--- config.mk ---
export PLATFORM = sky130hd
export DESIGN_NAME = fct_transmitter
export DESIGN_NICKNAME = d
export VERILOG_FILES = /design/src/rtl/fct_pkg.sv /design/src/rtl/fct_modulator.sv /design/src/rtl/fct_transmitter.sv
export SDC_FILE = /design/constraint.sdc
export NUM_CORES = 1
export LEC_CHECK = 0
export ABC_AREA = 1
export BUFFER_PORTS_ARGS = -buffer_cell sky130_fd_sc_hd__buf_2
export CORE_MARGIN = 2
export CORE_UTILIZATION = 35
export CTS_CLUSTER_SIZE = 16
export DETAILED_ROUTE_END_ITERATION = 7
export SYNTH_ARGS = -nofsm -noshare
export SYNTH_HDL_FRONTEND = slang
export SYNTH_SLANG_ARGS = --single-unit
--- constraint.sdc ---
create_clock -name aclk -period 3.2 [get_ports aclk]
set_input_delay 0.8 -clock aclk [delete_from_list [all_inputs] [get_ports aclk]]
set_output_delay 0.8 -clock aclk [all_outputs]
set_load 0.02 [all_outputs]
--- src/rtl/fct_pkg.sv ---
// Package: constants, register map and types of the FSK caller data transmitter
package fct_pkg;
  // Register byte addresses (FIFO at control address 07 hex as index, times four)
  localparam logic [7:0] FIFO_INDEX = 8'h07;
  localparam logic [7:0] ADDR_FIFO = 8'h1c;
  localparam logic [7:0] ADDR_CTRL = 8'h00;
  localparam logic [7:0] ADDR_STATUS = 8'h04;
  localparam logic [7:0] ADDR_ENABLE = 8'h08;
  localparam logic [7:0] ADDR_SAMPLE = 8'h0c;
  // Control, status and enable register fields
  localparam int CTRL_EN_BIT = 0;
  localparam int CTRL_SEL_BIT = 1;
  localparam int CTRL_STD_BIT = 2;
  localparam int CTRL_IDLE_LSB = 3;
  localparam int CTRL_CLR_BIT = 5;
  localparam int FLAG_BIT = 0;
  localparam int FIFO_LEVEL_LSB = 8;
  localparam int BUSY_BIT = 16;
  // Idle pattern encoding
  localparam logic [1:0] IDLE_MARK = 2'h0;
  localparam logic [1:0] IDLE_SPACE = 2'h1;
  localparam logic [1:0] IDLE_SEIZE = 2'h2;
  // Timing
  localparam int CLK_HZ = 200000000;
  localparam int FRAME_HZ = 8000;
  localparam int FRAME_CYCLES = CLK_HZ / FRAME_HZ;
  localparam int BAUD = 1200;
  localparam int FRAMES_PER_3_BITS = 3 * FRAME_HZ / BAUD;
  localparam int BITS_PER_GROUP = 3;
  localparam int LONG_BIT_FRAMES = 7;
  localparam int SHORT_BIT_FRAMES = 6;
  localparam int FIFO_DEPTH = 20;
  localparam int DATA_BITS = 8;
  localparam int EOT_FIRST_BITS = 2;
  localparam int EOT_REPEAT_BITS = 8;
  // Phase increments per 8 kHz sample, 16-bit accumulator: f * 65536 / 8000
  localparam int PHASE_W = 16;
  localparam logic [15:0] INC_B_MARK = 16'(1200 * 65536 / 8000);
  localparam logic [15:0] INC_B_SPACE = 16'(2200 * 65536 / 8000);
  localparam logic [15:0] INC_V_MARK = 16'(1300 * 65536 / 8000);
  localparam logic [15:0] INC_V_SPACE = 16'(2100 * 65536 / 8000);
  localparam logic [1:0] RESP_OKAY = 2'h0;
  localparam logic [1:0] RESP_SLVERR = 2'h2;

  typedef struct packed {
    logic enable;
    logic irq_select;
    logic standard;
    logic [1:0] idle;
  } fct_ctrl_s;

  typedef struct packed {
    logic valid;
    logic [7:0] data;
  } fct_sample_s;

  typedef enum logic [1:0] {
    FCT_IDLE,
    FCT_START,
    FCT_DATA,
    FCT_STOP
  } fct_tx_e;
endpackage

--- src/rtl/fct_modulator.sv ---
// Phase-continuous FSK tone generator producing 8-bit PCM samples
`timescale 1ns/1ps
module fct_modulator (
  input wire logic aclk,
  input wire logic aresetn,
  input wire logic frame_tick,
  input wire logic bit_value,
  input wire logic standard,
  input wire logic active,
  output fct_pkg::fct_sample_s sample
);
  logic [fct_pkg::PHASE_W-1:0] phase;
  logic [fct_pkg::PHASE_W-1:0] inc;
  logic [6:0] tri_mag;
  logic [7:0] lin;

  always_comb begin
    if (standard)
      inc = bit_value ? fct_pkg::INC_V_MARK : fct_pkg::INC_V_SPACE;
    else
      inc = bit_value ? fct_pkg::INC_B_MARK : fct_pkg::INC_B_SPACE;
  end

  // Only the increment changes at a bit edge, never the phase, so no waveform jump
  always_ff @(posedge aclk) begin
    if (!aresetn)
      phase <= '0;
    else if (frame_tick && active)
      phase <= phase + inc;
  end

  // Triangle approximation of the sine keeps the table out; folded to sign-magnitude
  always_comb begin
    tri_mag = phase[14] ? ~phase[13:7] : phase[13:7];
    lin = {phase[15], tri_mag};
  end

  always_ff @(posedge aclk) begin
    if (!aresetn)
      sample <= '0;
    else begin
      sample.valid <= frame_tick && active;
      if (frame_tick && active)
        sample.data <= lin;
    end
  end
endmodule

--- src/rtl/fct_transmitter.sv ---
// FSK caller data transmitter with AXI4-Lite registers and 20-byte FIFO
//
// The implementer's own choices: the register addresses and the AXI4-Lite interface to the registers.
`timescale 1ns/1ps
module fct_transmitter #(
  parameter int DEPTH = fct_pkg::FIFO_DEPTH,
  parameter int FRAME_CYCLES = fct_pkg::FRAME_CYCLES
) (
  input wire logic aclk,
  input wire logic aresetn,
  input wire logic [7:0] s_axi_awaddr,
  input wire logic s_axi_awvalid,
  output logic s_axi_awready,
  input wire logic [31:0] s_axi_wdata,
  input wire logic [3:0] s_axi_wstrb,
  input wire logic s_axi_wvalid,
  output logic s_axi_wready,
  output logic [1:0] s_axi_bresp,
  output logic s_axi_bvalid,
  input wire logic s_axi_bready,
  input wire logic [7:0] s_axi_araddr,
  input wire logic s_axi_arvalid,
  output logic s_axi_arready,
  output logic [31:0] s_axi_rdata,
  output logic [1:0] s_axi_rresp,
  output logic s_axi_rvalid,
  input wire logic s_axi_rready,
  output logic irq,
  output logic store_we,
  output logic [7:0] switch_sample_store
);
  if (DEPTH < 2 || DEPTH > 255 || FRAME_CYCLES < 2) begin : g_bad_params
    $error("fct_transmitter: unsupported parameter values");
  end

  localparam int PW = $clog2(DEPTH);
  localparam int FW = $clog2(FRAME_CYCLES);

  fct_pkg::fct_ctrl_s ringer_fsk_control_reg;
  logic fsk_irq_flag;
  logic fsk_irq_enable;
  logic [7:0] mem [DEPTH];
  logic [PW-1:0] wr_ptr;
  logic [PW-1:0] rd_ptr;
  logic [7:0] level;
  logic [FW-1:0] frame_cnt;
  logic frame_tick;
  logic [1:0] phase3;
  logic [2:0] frames_in_bit;
  logic bit_tick;
  fct_pkg::fct_tx_e tx_state;
  logic [7:0] shift;
  logic [2:0] bit_idx;
  logic tx_bit;
  logic seize_toggle;
  logic [3:0] idle_cnt;
  logic eot_first_done;
  logic fifo_pop;
  logic fifo_push;
  logic fifo_clear;
  logic empty_event;
  logic eot_event;
  logic have_aw;
  logic have_w;
  logic [7:0] aw_addr;
  logic [31:0] w_data;
  logic [3:0] w_strb;
  logic do_write;
  fct_pkg::fct_sample_s sample;

  // Write channel: address and data latched independently, answered after both
  always_ff @(posedge aclk) begin
    if (!aresetn) begin
      have_aw <= 1'b0;
      aw_addr <= '0;
    end else if (s_axi_awvalid && s_axi_awready) begin
      have_aw <= 1'b1;
      aw_addr <= s_axi_awaddr;
    end else if (do_write)
      have_aw <= 1'b0;
  end

  always_ff @(posedge aclk) begin
    if (!aresetn) begin
      have_w <= 1'b0;
      w_data <= '0;
      w_strb <= '0;
    end else if (s_axi_wvalid && s_axi_wready) begin
      have_w <= 1'b1;
      w_data <= s_axi_wdata;
      w_strb <= s_axi_wstrb;
    end else if (do_write)
      have_w <= 1'b0;
  end

  always_ff @(posedge aclk) begin
    if (!aresetn) begin
      s_axi_awready <= 1'b0;
      s_axi_wready <= 1'b0;
    end else begin
      s_axi_awready <= !have_aw && !(s_axi_awvalid && s_axi_awready) && !s_axi_bvalid;
      s_axi_wready <= !have_w && !(s_axi_wvalid && s_axi_wready) && !s_axi_bvalid;
    end
  end

  assign do_write = have_aw && have_w && !s_axi_bvalid;

  always_ff @(posedge aclk) begin
    if (!aresetn) begin
      s_axi_bvalid <= 1'b0;
      s_axi_bresp <= fct_pkg::RESP_OKAY;
    end else if (do_write) begin
      s_axi_bvalid <= 1'b1;
      case (aw_addr)
        fct_pkg::ADDR_FIFO, fct_pkg::ADDR_CTRL, fct_pkg::ADDR_STATUS,
        fct_pkg::ADDR_ENABLE: s_axi_bresp <= fct_pkg::RESP_OKAY;
        default: s_axi_bresp <= fct_pkg::RESP_SLVERR;
      endcase
    end else if (s_axi_bready)
      s_axi_bvalid <= 1'b0;
  end

  assign fifo_push = do_write && aw_addr == fct_pkg::ADDR_FIFO && w_strb[0]
    && level < 8'(DEPTH);
  assign fifo_clear = do_write && aw_addr == fct_pkg::ADDR_CTRL && w_strb[0]
    && w_data[fct_pkg::CTRL_CLR_BIT];

  always_ff @(posedge aclk) begin
    if (!aresetn)
      ringer_fsk_control_reg <= '0;
    else if (do_write && aw_addr == fct_pkg::ADDR_CTRL && w_strb[0]) begin
      ringer_fsk_control_reg.enable <= w_data[fct_pkg::CTRL_EN_BIT];
      ringer_fsk_control_reg.irq_select <= w_data[fct_pkg::CTRL_SEL_BIT];
      ringer_fsk_control_reg.standard <= w_data[fct_pkg::CTRL_STD_BIT];
      ringer_fsk_control_reg.idle <= w_data[fct_pkg::CTRL_IDLE_LSB +: 2];
    end
  end

  always_ff @(posedge aclk) begin
    if (!aresetn)
      fsk_irq_enable <= 1'b0;
    else if (do_write && aw_addr == fct_pkg::ADDR_ENABLE && w_strb[0])
      fsk_irq_enable <= w_data[fct_pkg::FLAG_BIT];
  end

  // Write-one-to-clear; a new event in the same cycle wins over the clear
  always_ff @(posedge aclk) begin
    if (!aresetn)
      fsk_irq_flag <= 1'b0;
    else if (empty_event || eot_event)
      fsk_irq_flag <= 1'b1;
    else if (do_write && aw_addr == fct_pkg::ADDR_STATUS && w_strb[0]
             && w_data[fct_pkg::FLAG_BIT])
      fsk_irq_flag <= 1'b0;
  end

  always_ff @(posedge aclk) begin
    if (!aresetn)
      irq <= 1'b0;
    else
      irq <= fsk_irq_flag && fsk_irq_enable;
  end

  // Read channel, one cycle after address acceptance
  always_ff @(posedge aclk) begin
    if (!aresetn) begin
      s_axi_arready <= 1'b0;
      s_axi_rvalid <= 1'b0;
      s_axi_rdata <= '0;
      s_axi_rresp <= fct_pkg::RESP_OKAY;
    end else begin
      s_axi_arready <= !s_axi_rvalid && !(s_axi_arvalid && s_axi_arready);
      if (s_axi_arvalid && s_axi_arready) begin
        s_axi_rvalid <= 1'b1;
        s_axi_rresp <= fct_pkg::RESP_OKAY;
        s_axi_rdata <= '0;
        case (s_axi_araddr)
          fct_pkg::ADDR_CTRL: begin
            s_axi_rdata[fct_pkg::CTRL_EN_BIT] <= ringer_fsk_control_reg.enable;
            s_axi_rdata[fct_pkg::CTRL_SEL_BIT] <= ringer_fsk_control_reg.irq_select;
            s_axi_rdata[fct_pkg::CTRL_STD_BIT] <= ringer_fsk_control_reg.standard;
            s_axi_rdata[fct_pkg::CTRL_IDLE_LSB +: 2] <= ringer_fsk_control_reg.idle;
            s_axi_rdata[fct_pkg::FIFO_LEVEL_LSB +: 8] <= level;
            s_axi_rdata[fct_pkg::BUSY_BIT] <= tx_state != fct_pkg::FCT_IDLE;
          end
          fct_pkg::ADDR_STATUS: s_axi_rdata[fct_pkg::FLAG_BIT] <= fsk_irq_flag;
          fct_pkg::ADDR_ENABLE: s_axi_rdata[fct_pkg::FLAG_BIT] <= fsk_irq_enable;
          fct_pkg::ADDR_SAMPLE: s_axi_rdata[7:0] <= switch_sample_store;
          fct_pkg::ADDR_FIFO: ;
          default: s_axi_rresp <= fct_pkg::RESP_SLVERR;
        endcase
      end else if (s_axi_rready)
        s_axi_rvalid <= 1'b0;
    end
  end

  // FIFO storage and pointers
  always_ff @(posedge aclk) begin
    if (fifo_push)
      mem[wr_ptr] <= w_data[7:0];
  end

  always_ff @(posedge aclk) begin
    if (!aresetn || fifo_clear) begin
      wr_ptr <= '0;
      rd_ptr <= '0;
      level <= '0;
    end else begin
      if (fifo_push)
        wr_ptr <= (wr_ptr == PW'(DEPTH - 1)) ? '0 : wr_ptr + 1'b1;
      if (fifo_pop)
        rd_ptr <= (rd_ptr == PW'(DEPTH - 1)) ? '0 : rd_ptr + 1'b1;
      level <= level + 8'(fifo_push) - 8'(fifo_pop);
    end
  end

  // 8 kHz frame pulse from the system clock
  always_ff @(posedge aclk) begin
    if (!aresetn)
      frame_cnt <= '0;
    else
      frame_cnt <= (frame_cnt == FW'(FRAME_CYCLES - 1)) ? '0 : frame_cnt + 1'b1;
  end

  assign frame_tick = frame_cnt == FW'(FRAME_CYCLES - 1);

  // Bits of 7, 7, 6 frames: three bits in twenty frames, 6 2/3 on average
  always_ff @(posedge aclk) begin
    if (!aresetn || !ringer_fsk_control_reg.enable) begin
      frames_in_bit <= '0;
      phase3 <= '0;
    end else if (frame_tick) begin
      if (bit_tick) begin
        frames_in_bit <= '0;
        phase3 <= (phase3 == 2'(fct_pkg::BITS_PER_GROUP - 1)) ? 2'h0 : phase3 + 1'b1;
      end else
        frames_in_bit <= frames_in_bit + 1'b1;
    end
  end

  assign bit_tick = frame_tick && frames_in_bit ==
    ((phase3 == 2'(fct_pkg::BITS_PER_GROUP - 1)) ? 3'(fct_pkg::SHORT_BIT_FRAMES - 1)
                                               : 3'(fct_pkg::LONG_BIT_FRAMES - 1));

  // Start bit at each boundary only if a byte is waiting: boundary lands at most 1 bit later
  assign fifo_pop = bit_tick && level != 8'h00 && !fifo_clear &&
    (tx_state == fct_pkg::FCT_IDLE || tx_state == fct_pkg::FCT_STOP);

  always_ff @(posedge aclk) begin
    if (!aresetn || !ringer_fsk_control_reg.enable) begin
      tx_state <= fct_pkg::FCT_IDLE;
      shift <= '0;
      bit_idx <= '0;
    end else if (bit_tick) begin
      unique case (tx_state)
        fct_pkg::FCT_IDLE, fct_pkg::FCT_STOP: begin
          if (fifo_pop) begin
            tx_state <= fct_pkg::FCT_START;
            shift <= mem[rd_ptr];
          end else
            tx_state <= fct_pkg::FCT_IDLE;
        end
        fct_pkg::FCT_START: begin
          tx_state <= fct_pkg::FCT_DATA;
          bit_idx <= '0;
        end
        fct_pkg::FCT_DATA: begin
          shift <= {1'b0, shift[7:1]};
          bit_idx <= bit_idx + 1'b1;
          if (bit_idx == 3'(fct_pkg::DATA_BITS - 1))
            tx_state <= fct_pkg::FCT_STOP;
        end
      endcase
    end
  end

  always_ff @(posedge aclk) begin
    if (!aresetn || !ringer_fsk_control_reg.enable)
      seize_toggle <= 1'b0;
    else if (bit_tick && tx_state == fct_pkg::FCT_IDLE)
      seize_toggle <= !seize_toggle;
  end

  always_comb begin
    unique case (tx_state)
      fct_pkg::FCT_START: tx_bit = 1'b0;
      fct_pkg::FCT_DATA: tx_bit = shift[0];
      fct_pkg::FCT_STOP: tx_bit = 1'b1;
      fct_pkg::FCT_IDLE: begin
        if (ringer_fsk_control_reg.idle == fct_pkg::IDLE_SEIZE)
          tx_bit = seize_toggle;
        else
          tx_bit = ringer_fsk_control_reg.idle != fct_pkg::IDLE_SPACE;
      end
    endcase
  end

  // Empty interrupt on the pop that drains the FIFO, never on a clear
  // A byte pushed in the same cycle means the FIFO never actually empties
  assign empty_event = !ringer_fsk_control_reg.irq_select && fifo_pop && !fifo_push
    && level == 8'h01;

  // Idle bit counter; idle pattern is not an input, so a change never restarts it
  always_ff @(posedge aclk) begin
    if (!aresetn || !ringer_fsk_control_reg.enable) begin
      idle_cnt <= '0;
      eot_first_done <= 1'b0;
    end else if (bit_tick) begin
      if (tx_state != fct_pkg::FCT_IDLE || fifo_pop) begin
        idle_cnt <= '0;
        eot_first_done <= 1'b0;
      end else if (eot_event) begin
        idle_cnt <= '0;
        eot_first_done <= 1'b1;
      end else
        idle_cnt <= idle_cnt + 1'b1;
    end
  end

  // Counted at the end of each idle bit
  assign eot_event = bit_tick && ringer_fsk_control_reg.irq_select
    && tx_state == fct_pkg::FCT_IDLE && !fifo_pop
    && idle_cnt == (eot_first_done ? 4'(fct_pkg::EOT_REPEAT_BITS - 1)
                                   : 4'(fct_pkg::EOT_FIRST_BITS - 1));

  fct_modulator u_mod (
    .aclk(aclk),
    .aresetn(aresetn),
    .frame_tick(frame_tick),
    .bit_value(tx_bit),
    .standard(ringer_fsk_control_reg.standard),
    .active(ringer_fsk_control_reg.enable),
    .sample(sample)
  );

  always_ff @(posedge aclk) begin
    if (!aresetn) begin
      store_we <= 1'b0;
      switch_sample_store <= '0;
    end else begin
      store_we <= sample.valid;
      if (sample.valid)
        switch_sample_store <= sample.data;
    end
  end
endmodule

==> metrics.yaml, run 1 <==
global_routing:
  grt_util_met3_pct: 2.00
  grt_max_degree: 39
  gr-usage-all-layers_pct: 16.1
  grt_antenna_before_repair: 0
  grt_pass1_vias: 10100
  grt_pass1_wl_um: 53100
  grt_most_used_layer: "met2"
  gr-total-overflow: 0
  globalRouteMet2Util_pct: 26.9
  gr-usage-met1_pct: 22.2
logic_synthesis:
  synthDominantCellAreaShare_pct: 35.0
  synthesis.instances: 1477
  yosys_warnings: 0
  post_synth_main_area_contributors: "sky130_fd_sc_hd__edfxtp_1, sky130_fd_sc_hd__dfxtp_1, sky130_fd_sc_hd__nor2_1"
  postSynthRegisterBits: 307
  synth_async_sr_flop_share_pct: 0
  synth_top_flop_cell: "sky130_fd_sc_hd__edfxtp_1"
  synth.most_common_cell: "sky130_fd_sc_hd__nor2_1"
  netlist_area_um2: 13700
  seq_area_frac_synth_pct: 56.5
  syn_avg_cell_area_um2: 9.29
  synth_enable_flop_cells: 160
  yosys.area.top_type: "sky130_fd_sc_hd__edfxtp_1"
  synthTopCellsByCount: "sky130_fd_sc_hd__nor2_1, sky130_fd_sc_hd__nand2_1, sky130_fd_sc_hd__edfxtp_1"
  synthDistinctLibCells: 57
floorplanning:
  die-area_um2: 40800
  initial_core_util_pct: 35.5
  die_height_um: 202
  fp.coreArea_um2: 38600
  placement_rows: 72
  num_io_pins: 110
  die_w_um: 202
timing:
  report.final.hold_viol_count: 0
  post-route-period-util_pct: 94.3
  setup_total_negative_slack_ps: 0
  setup_viol: 0
  final.setup_skew_ps: 23.0
  timing_worst_slew_pin_value_ps: 1010
  clock.fmax_mhz: 331
  finalMaxSlewViolations: 0
  maxSlewHeadroom_pct: 32.8
  period_needed_ps: 3020
clock_tree:
  cts_hold_buffers: 0
  clock_sinks: 307
  max-clock-path-buffers: 3
  worst_setup_hold_path_clk_slew_ps: 70
  cts_htree_levels: 1
  cts_root_buf: "sky130_fd_sc_hd__clkbuf_16"
  tritoncts.num_buffers: 31
  worst_skew_pair.late_latency_ps: 580
  cts_tree: "done"
setup_path:
  endpoint_kind: "register"
  timing.critical_path.fanout_max: 3
  critPathKind: "register to register"
  required_ps: 3660
  crit_arrival_ps: 3470
  reg2reg_setup_slack_ps: 180
  critPathLaunchType: "register"
placement:
  place_area_um2: 14800
  place_hpwl_um: 21800
  port_buffers: 65
  placer_s_final_routability_congestion_estimate: 0.859
finish:
  fillerInstances: 3803
  syn2layout_area_growth_pct: 15.5
  largest_registers: "mem (160), s_axi_rdata (17), u_mod.phase (16)"
  finish.net_count: 1675
  drive_above_1_share_pct: 14.5
  flip_flop_count_of_the_largest_register_all_copies_and_words_added: 160
  num_antenna_cells: 0
  post_route_cell_area_um2: 15800
  max_flop_register: "mem"
drt:
  post_drt_via_cell_ratio: 4.97
  drt-pass1-iter-count: 5
  avg_wl_per_cell_um: 15.7
  via_count: 10500
  post_detailed_routing_wire_length_um: 33200
  detail_route.iter0.violations: 739
  ant_nets: 0
  drc: 0
power:
  vdd_drop_max_mv: 0.363
  p_leak_uw: 0.00636
  totalPowerFinal_uw: 7840
  power.density_cell_area_nw_per_um2: 495
worst_hold_path:
  hp-class: "register to register"
run_status:
  outcome: "completed"
job:
  max_cap_viol_count: 0
[final cells by class]
cell class,count,area (um2),share of cell area [%]
clock inverter,14,90.1,0.569
tap,518,648,4.09
clock buffer,41,853,5.39
inverter,157,594,3.75
sequential,307,7750,48.9
multi-input combinational,958,5160,32.6
timing repair buffer,121,746,4.71
[per-stage QoR]
stage | util, % | hold WS [ps] | instances | worst slack (ps)
6_report | 41.0 | 432 | 2116 | 183
4_1_cts | 40.7 | 441 | 2109 | 23.1
5_1_grt | 41.0 | 456 | 2116 | -45.0
2_1_floorplan | - | 418 | 1493 | 238
3_5_place_dp | 38.2 | 435 | 2054 | 3.05
3_3_place_gp | 38.2 | 431 | 2054 | 88.8
[cell usage in the layout, fill, tap and decap left out, types with 11 or more instances in the layout]
master                      instances
sky130_fd_sc_hd__a21oi_1           82
sky130_fd_sc_hd__buf_2             65
sky130_fd_sc_hd__buf_4             56
sky130_fd_sc_hd__clkbuf_16         31
sky130_fd_sc_hd__conb_1            17
sky130_fd_sc_hd__dfxtp_1          142
sky130_fd_sc_hd__edfxtp_1         160
sky130_fd_sc_hd__ha_1              36
sky130_fd_sc_hd__inv_1            139
sky130_fd_sc_hd__inv_2             14
sky130_fd_sc_hd__nand2_1          190
sky130_fd_sc_hd__nand3_1           79
sky130_fd_sc_hd__nand4_1           22
sky130_fd_sc_hd__nor2_1           206
sky130_fd_sc_hd__nor3_1            11
sky130_fd_sc_hd__o211ai_1          12
sky130_fd_sc_hd__o21ai_0          150
sky130_fd_sc_hd__o221ai_1          17
sky130_fd_sc_hd__o22ai_1           22
[power breakdown]
part	internal (uW)	switching, uW
clock network	1870	1510
registers	4180	59.9
logic	70.0	145
total	6130	1710
[critical path: stages, from the launching register on]
cell and delay (ps):
sky130_fd_sc_hd__dfxtp_1 310, sky130_fd_sc_hd__or2_2 330, sky130_fd_sc_hd__inv_2 90, sky130_fd_sc_hd__nand3_2 120, sky130_fd_sc_hd__nor2_4 150, sky130_fd_sc_hd__nand2_2 90
sky130_fd_sc_hd__nand4_4 110, sky130_fd_sc_hd__inv_2 60, sky130_fd_sc_hd__ha_1 260, sky130_fd_sc_hd__inv_1 30, sky130_fd_sc_hd__ha_1 200, sky130_fd_sc_hd__fa_1 380
sky130_fd_sc_hd__nand2_1 90, sky130_fd_sc_hd__nand2_1 70, sky130_fd_sc_hd__a21oi_2 170, sky130_fd_sc_hd__nor2_1 60, sky130_fd_sc_hd__o21bai_1 170, sky130_fd_sc_hd__a21o_1 150
sky130_fd_sc_hd__a21oi_2 60
[final timing paths]
| path | from | endpoint | cells after the start |
|---|---|---|---|
| max | aw_addr[0] | level[6] | 18 |
| max reg2reg | aw_addr[0] | level[6] | 18 |
| min | u_mod.sample[0] | switch_sample_store[0] | 2 |
| min reg2reg | u_mod.sample[0] | switch_sample_store[0] | 2 |
[cell families (layout without fill, tap and decap cells)]
group                      count (synthesis)  in the layout  synth area share [%]
xor gates and xnor gates                  18             18                  1.15
adders and majority gates                 40             40                  3.76
and+or+nand+nor                          550            550                  17.6
DFF                                      307            307                  56.5
other                                      1             17                0.0273
AOI/OAI and AO/OA                        333            333                  14.1
buffers and inverters                    228            333                  6.91
[routing by layer]
metal | routed length [um] | up-vias
li1 | - | 5226
met1 | 15300 | 4970
met2 | 15400 | 284
met3 | 1820 | 46
met4 | 574 | 0
met5 | 0 | -
[timing repair]
| action | CTS | global route |
|---|---|---|
| pin swaps | 0 | 16 |
| endpoints found under the setup margin | 1 | 2 |
| gates resized for setup | 2 | 27 |
| setup buffers | 0 | 7 |
No activity file was read; power rests on OpenSTA's default activity.
==> run 2, diff against run 1 <==
--- a/config.mk
+++ b/config.mk
@@ -6,11 +6,12 @@
 export NUM_CORES = 1
 export LEC_CHECK = 0
 export ABC_AREA = 1
-export BUFFER_PORTS_ARGS = -buffer_cell sky130_fd_sc_hd__buf_2
+export BUFFER_PORTS_ARGS = -buffer_cell sky130_fd_sc_hd__clkbuf_2
 export CORE_MARGIN = 2
 export CORE_UTILIZATION = 35
 export CTS_CLUSTER_SIZE = 16
 export DETAILED_ROUTE_END_ITERATION = 7
+export PLACE_DENSITY = 0.5
 export SYNTH_ARGS = -nofsm -noshare
 export SYNTH_HDL_FRONTEND = slang
 export SYNTH_SLANG_ARGS = --single-unit
==> metrics.yaml, run 2 (same netlist as run 1, synthesis figures left out) <==
floorplanning:
  fp.coreArea_um2: 38600  # unchanged
  die_w_um: 202  # unchanged
  initial_core_util_pct: 35.5  # unchanged
  die_height_um: 202  # unchanged
  die-area_um2: 40800  # unchanged
  placement_rows: 72  # unchanged
  num_io_pins: 110  # unchanged
power:
  p_leak_uw: 0.00637  # was 0.00636 uW
  cell_internal_pwr_uw: 6380  # was 6130 uW
  power.switching_uw: 1820  # was 1710 uW
  vdd_drop_max_mv: 0.388  # was 0.363 mV
  seq_power_share_pct: 51.8  # was 54.1%
  sw_frac_of_total_pct: 22.2  # was 21.8%
  power.share.clock_pct: 45.7  # was 43.1%
  comb_power_share_pct: 2.5  # was 2.7%
  power.density_cell_area_nw_per_um2: 515  # was 495 nW/um2
timing:
  rsz_0062_raised_after_global_routing: "true"
  post-route-period-util_pct: 91.9  # was 94.3%
  post-route-worst-setup-slack_ps: 260  # was 183 ps
  maxSlewHeadroom_pct: 28.8  # was 32.8%
  clock.fmax_mhz: 340  # was 331 MHz
  period_needed_ps: 2940  # was 3020 ps
  final.setup_skew_ps: 20.4  # was 23.0 ps
  report.final.hold_viol_count: 0  # unchanged
  timing_worst_slew_pin_value_ps: 1070  # was 1010 ps
  finalMaxSlewViolations: 0  # unchanged
  setup_viol: 0  # unchanged
finish:
  flip_flop_count_of_the_largest_register_all_copies_and_words_added: 160  # unchanged
  drive_above_1_share_pct: 14.0  # was 14.5%
  finish.net_count: 1679  # was 1675
  max_flop_register: "mem"  # unchanged
  num_antenna_cells: 0  # unchanged
  post_route_cell_area_um2: 15900  # was 15800 um2
  largest_registers: "mem (160), s_axi_rdata (17), u_mod.phase (16)"  # unchanged
  syn2layout_area_growth_pct: 16.1  # was 15.5%
  final_cell_mix: "sky130_fd_sc_hd__nor2_1, sky130_fd_sc_hd__nand2_1, sky130_fd_sc_hd__edfxtp_1, sky130_fd_sc_hd__o21ai_0"  # was sky130_fd_sc_hd__nor2_1, sky130_fd_sc_hd__nand2_1, sky130_fd_sc_hd__edfxtp_1, sky130_fd_sc_hd__o21ai_0, sky130_fd_sc_hd__dfxtp_1
  commonest_non_fill_non_tap_cell_in_the_layout: "sky130_fd_sc_hd__nor2_1"  # unchanged
worst_hold_path:
  hp-class: "register to register"  # unchanged
  timing.hold.worst_path_depth: 2  # unchanged
drt:
  drt-pass1-iter-count: 5  # unchanged
  via_count: 10300  # was 10500
  avg_wl_per_cell_um: 16.3  # was 15.7 um
  post_detailed_routing_wire_length_um: 34500  # was 33200 um
  drc: 0  # unchanged
  detail_route.iter0.violations: 542  # was 739
  post_drt_via_cell_ratio: 4.86  # was 4.97
  ant_nets: 0  # unchanged
global_routing:
  gr-total-overflow: 0  # unchanged
  gr-usage-all-layers_pct: 17.0  # was 16.1%
  grt_pass1_vias: 10000  # was 10100
  grt_pass1_wl_um: 54900  # was 53100 um
  grt_max_degree: 55  # was 39
  grt_antenna_before_repair: 0  # unchanged
clock_tree:
  cts_htree_levels: 2  # was 1
  worst_setup_hold_path_clk_slew_ps: 60  # was 70 ps
  cts_tree: "done"  # unchanged
  clock_sinks: 307  # unchanged
  cts_root_buf: "sky130_fd_sc_hd__clkbuf_16"  # unchanged
  tritoncts.num_buffers: 35  # was 31
  worst_skew_pair.late_latency_ps: 530  # was 580 ps
  max-clock-path-buffers: 3  # unchanged
  cts_hold_buffers: 0  # unchanged
run_status:
  outcome: "completed"  # unchanged
placement:
  place_ws_ps: 65.8  # was 3.05 ps
  place_area_um2: 14800  # about the same
  place_hpwl_um: 23200  # was 21800 um
  placer_s_final_routability_congestion_estimate: 0.823  # was 0.859
  port_buffers: 65  # unchanged
setup_path:
  endpoint_kind: "register"  # unchanged
  critPathKind: "register to register"  # unchanged
  timing.critical_path.fanout_max: 3  # unchanged
  required_ps: 3610  # was 3660 ps
  crit_arrival_ps: 3350  # was 3470 ps
  critPathLaunchType: "register"  # unchanged
  r2r_cells: 19  # was 18
job:
  max_cap_viol_count: 0  # unchanged
==> run 2: cell types whose count changed in the layout (fill, tap and decap cells not counted), sizes merged <==
cell / delta
inv: +2
buf: -65
clkinv: -3
bufinv: +1
clkbuf: +69
==> run 2: critical path, cell delays in order, from the launching register on <==
cell	delay [ps]
sky130_fd_sc_hd__dfxtp_1	310
sky130_fd_sc_hd__nor2_2	120
sky130_fd_sc_hd__nand3_1	110
sky130_fd_sc_hd__nor2_2	190
sky130_fd_sc_hd__nand3_2	130
sky130_fd_sc_hd__nor2_4	120
sky130_fd_sc_hd__nand2_2	80
sky130_fd_sc_hd__nand4_4	100
sky130_fd_sc_hd__inv_2	50
sky130_fd_sc_hd__ha_1	260
sky130_fd_sc_hd__inv_1	40
sky130_fd_sc_hd__ha_1	200
sky130_fd_sc_hd__fa_2	360
sky130_fd_sc_hd__nand2_2	70
sky130_fd_sc_hd__nand2_1	60
sky130_fd_sc_hd__a21oi_2	170
sky130_fd_sc_hd__nor2_1	60
sky130_fd_sc_hd__o21bai_1	170
sky130_fd_sc_hd__a21o_1	150
sky130_fd_sc_hd__a21oi_2	50
==> run 2: through the flow <==
stage	instances	hold WS [ps]	utilization [%]	TNS (ps)	total power, uW
finish	2120	440	41.2	0	8200
global route	2120	449	41.2	-4.31	8480
CTS	2115	443	41.0	0	8290
detailed placement	2056	435	38.3	0	4530
global placement	2056	428	38.3	0	4530
floorplan	1493	418	-	0	4440
==> run 2: area by class of cell <==
| cell class | instances | area, um2 |
|---|---|---|
| Fill cell | 3828 | 22700 |
| Sequential cell | 307 | 7750 |
| Multi-Input combinational cell | 958 | 5140 |
| Clock buffer | 45 | 923 |
| Timing Repair Buffer | 121 | 746 |
| Tap cell | 518 | 648 |
| Inverter | 157 | 594 |
| Clock inverter | 14 | 119 |
==> run 2: power groups by stage <==
stage / combinational, uW / clock, uW / sequential, uW
final: 208 / 3750 / 4240
after global routing: 232 / 3990 / 4250
after CTS: 204 / 3850 / 4240
after detailed placement: 204 / 0 / 4330
after global placement: 203 / 0 / 4320
after floorplan: 126 / 0 / 4310
==> run 2: path summary, 6_finish.rpt <==
path	from	end	slack (ps)
min	u_mod.sample[1]	switch_sample_store[1]	440
min reg2reg	u_mod.sample[1]	switch_sample_store[1]	440
max reg2reg	aw_addr[7]	level[6]	260
max	aw_addr[7]	level[6]	260
==> run 2: repair_timing <==
action                                  in CTS  in global routing
gates resized for setup                      0                 21
endpoints found under the setup margin       0                  5
buffers inserted                             0                  5
==> run 2: metal layers <==
layer | GRT usage, % | vias to the layer above | wire, um
met5 | 0 | - | 0
met4 | 4.46 | 0 | 616
met3 | 3.00 | 46 | 1740
met2 | 27.5 | 220 | 15400
met1 | 23.5 | 4818 | 16700
li1 | - | 5221 | -
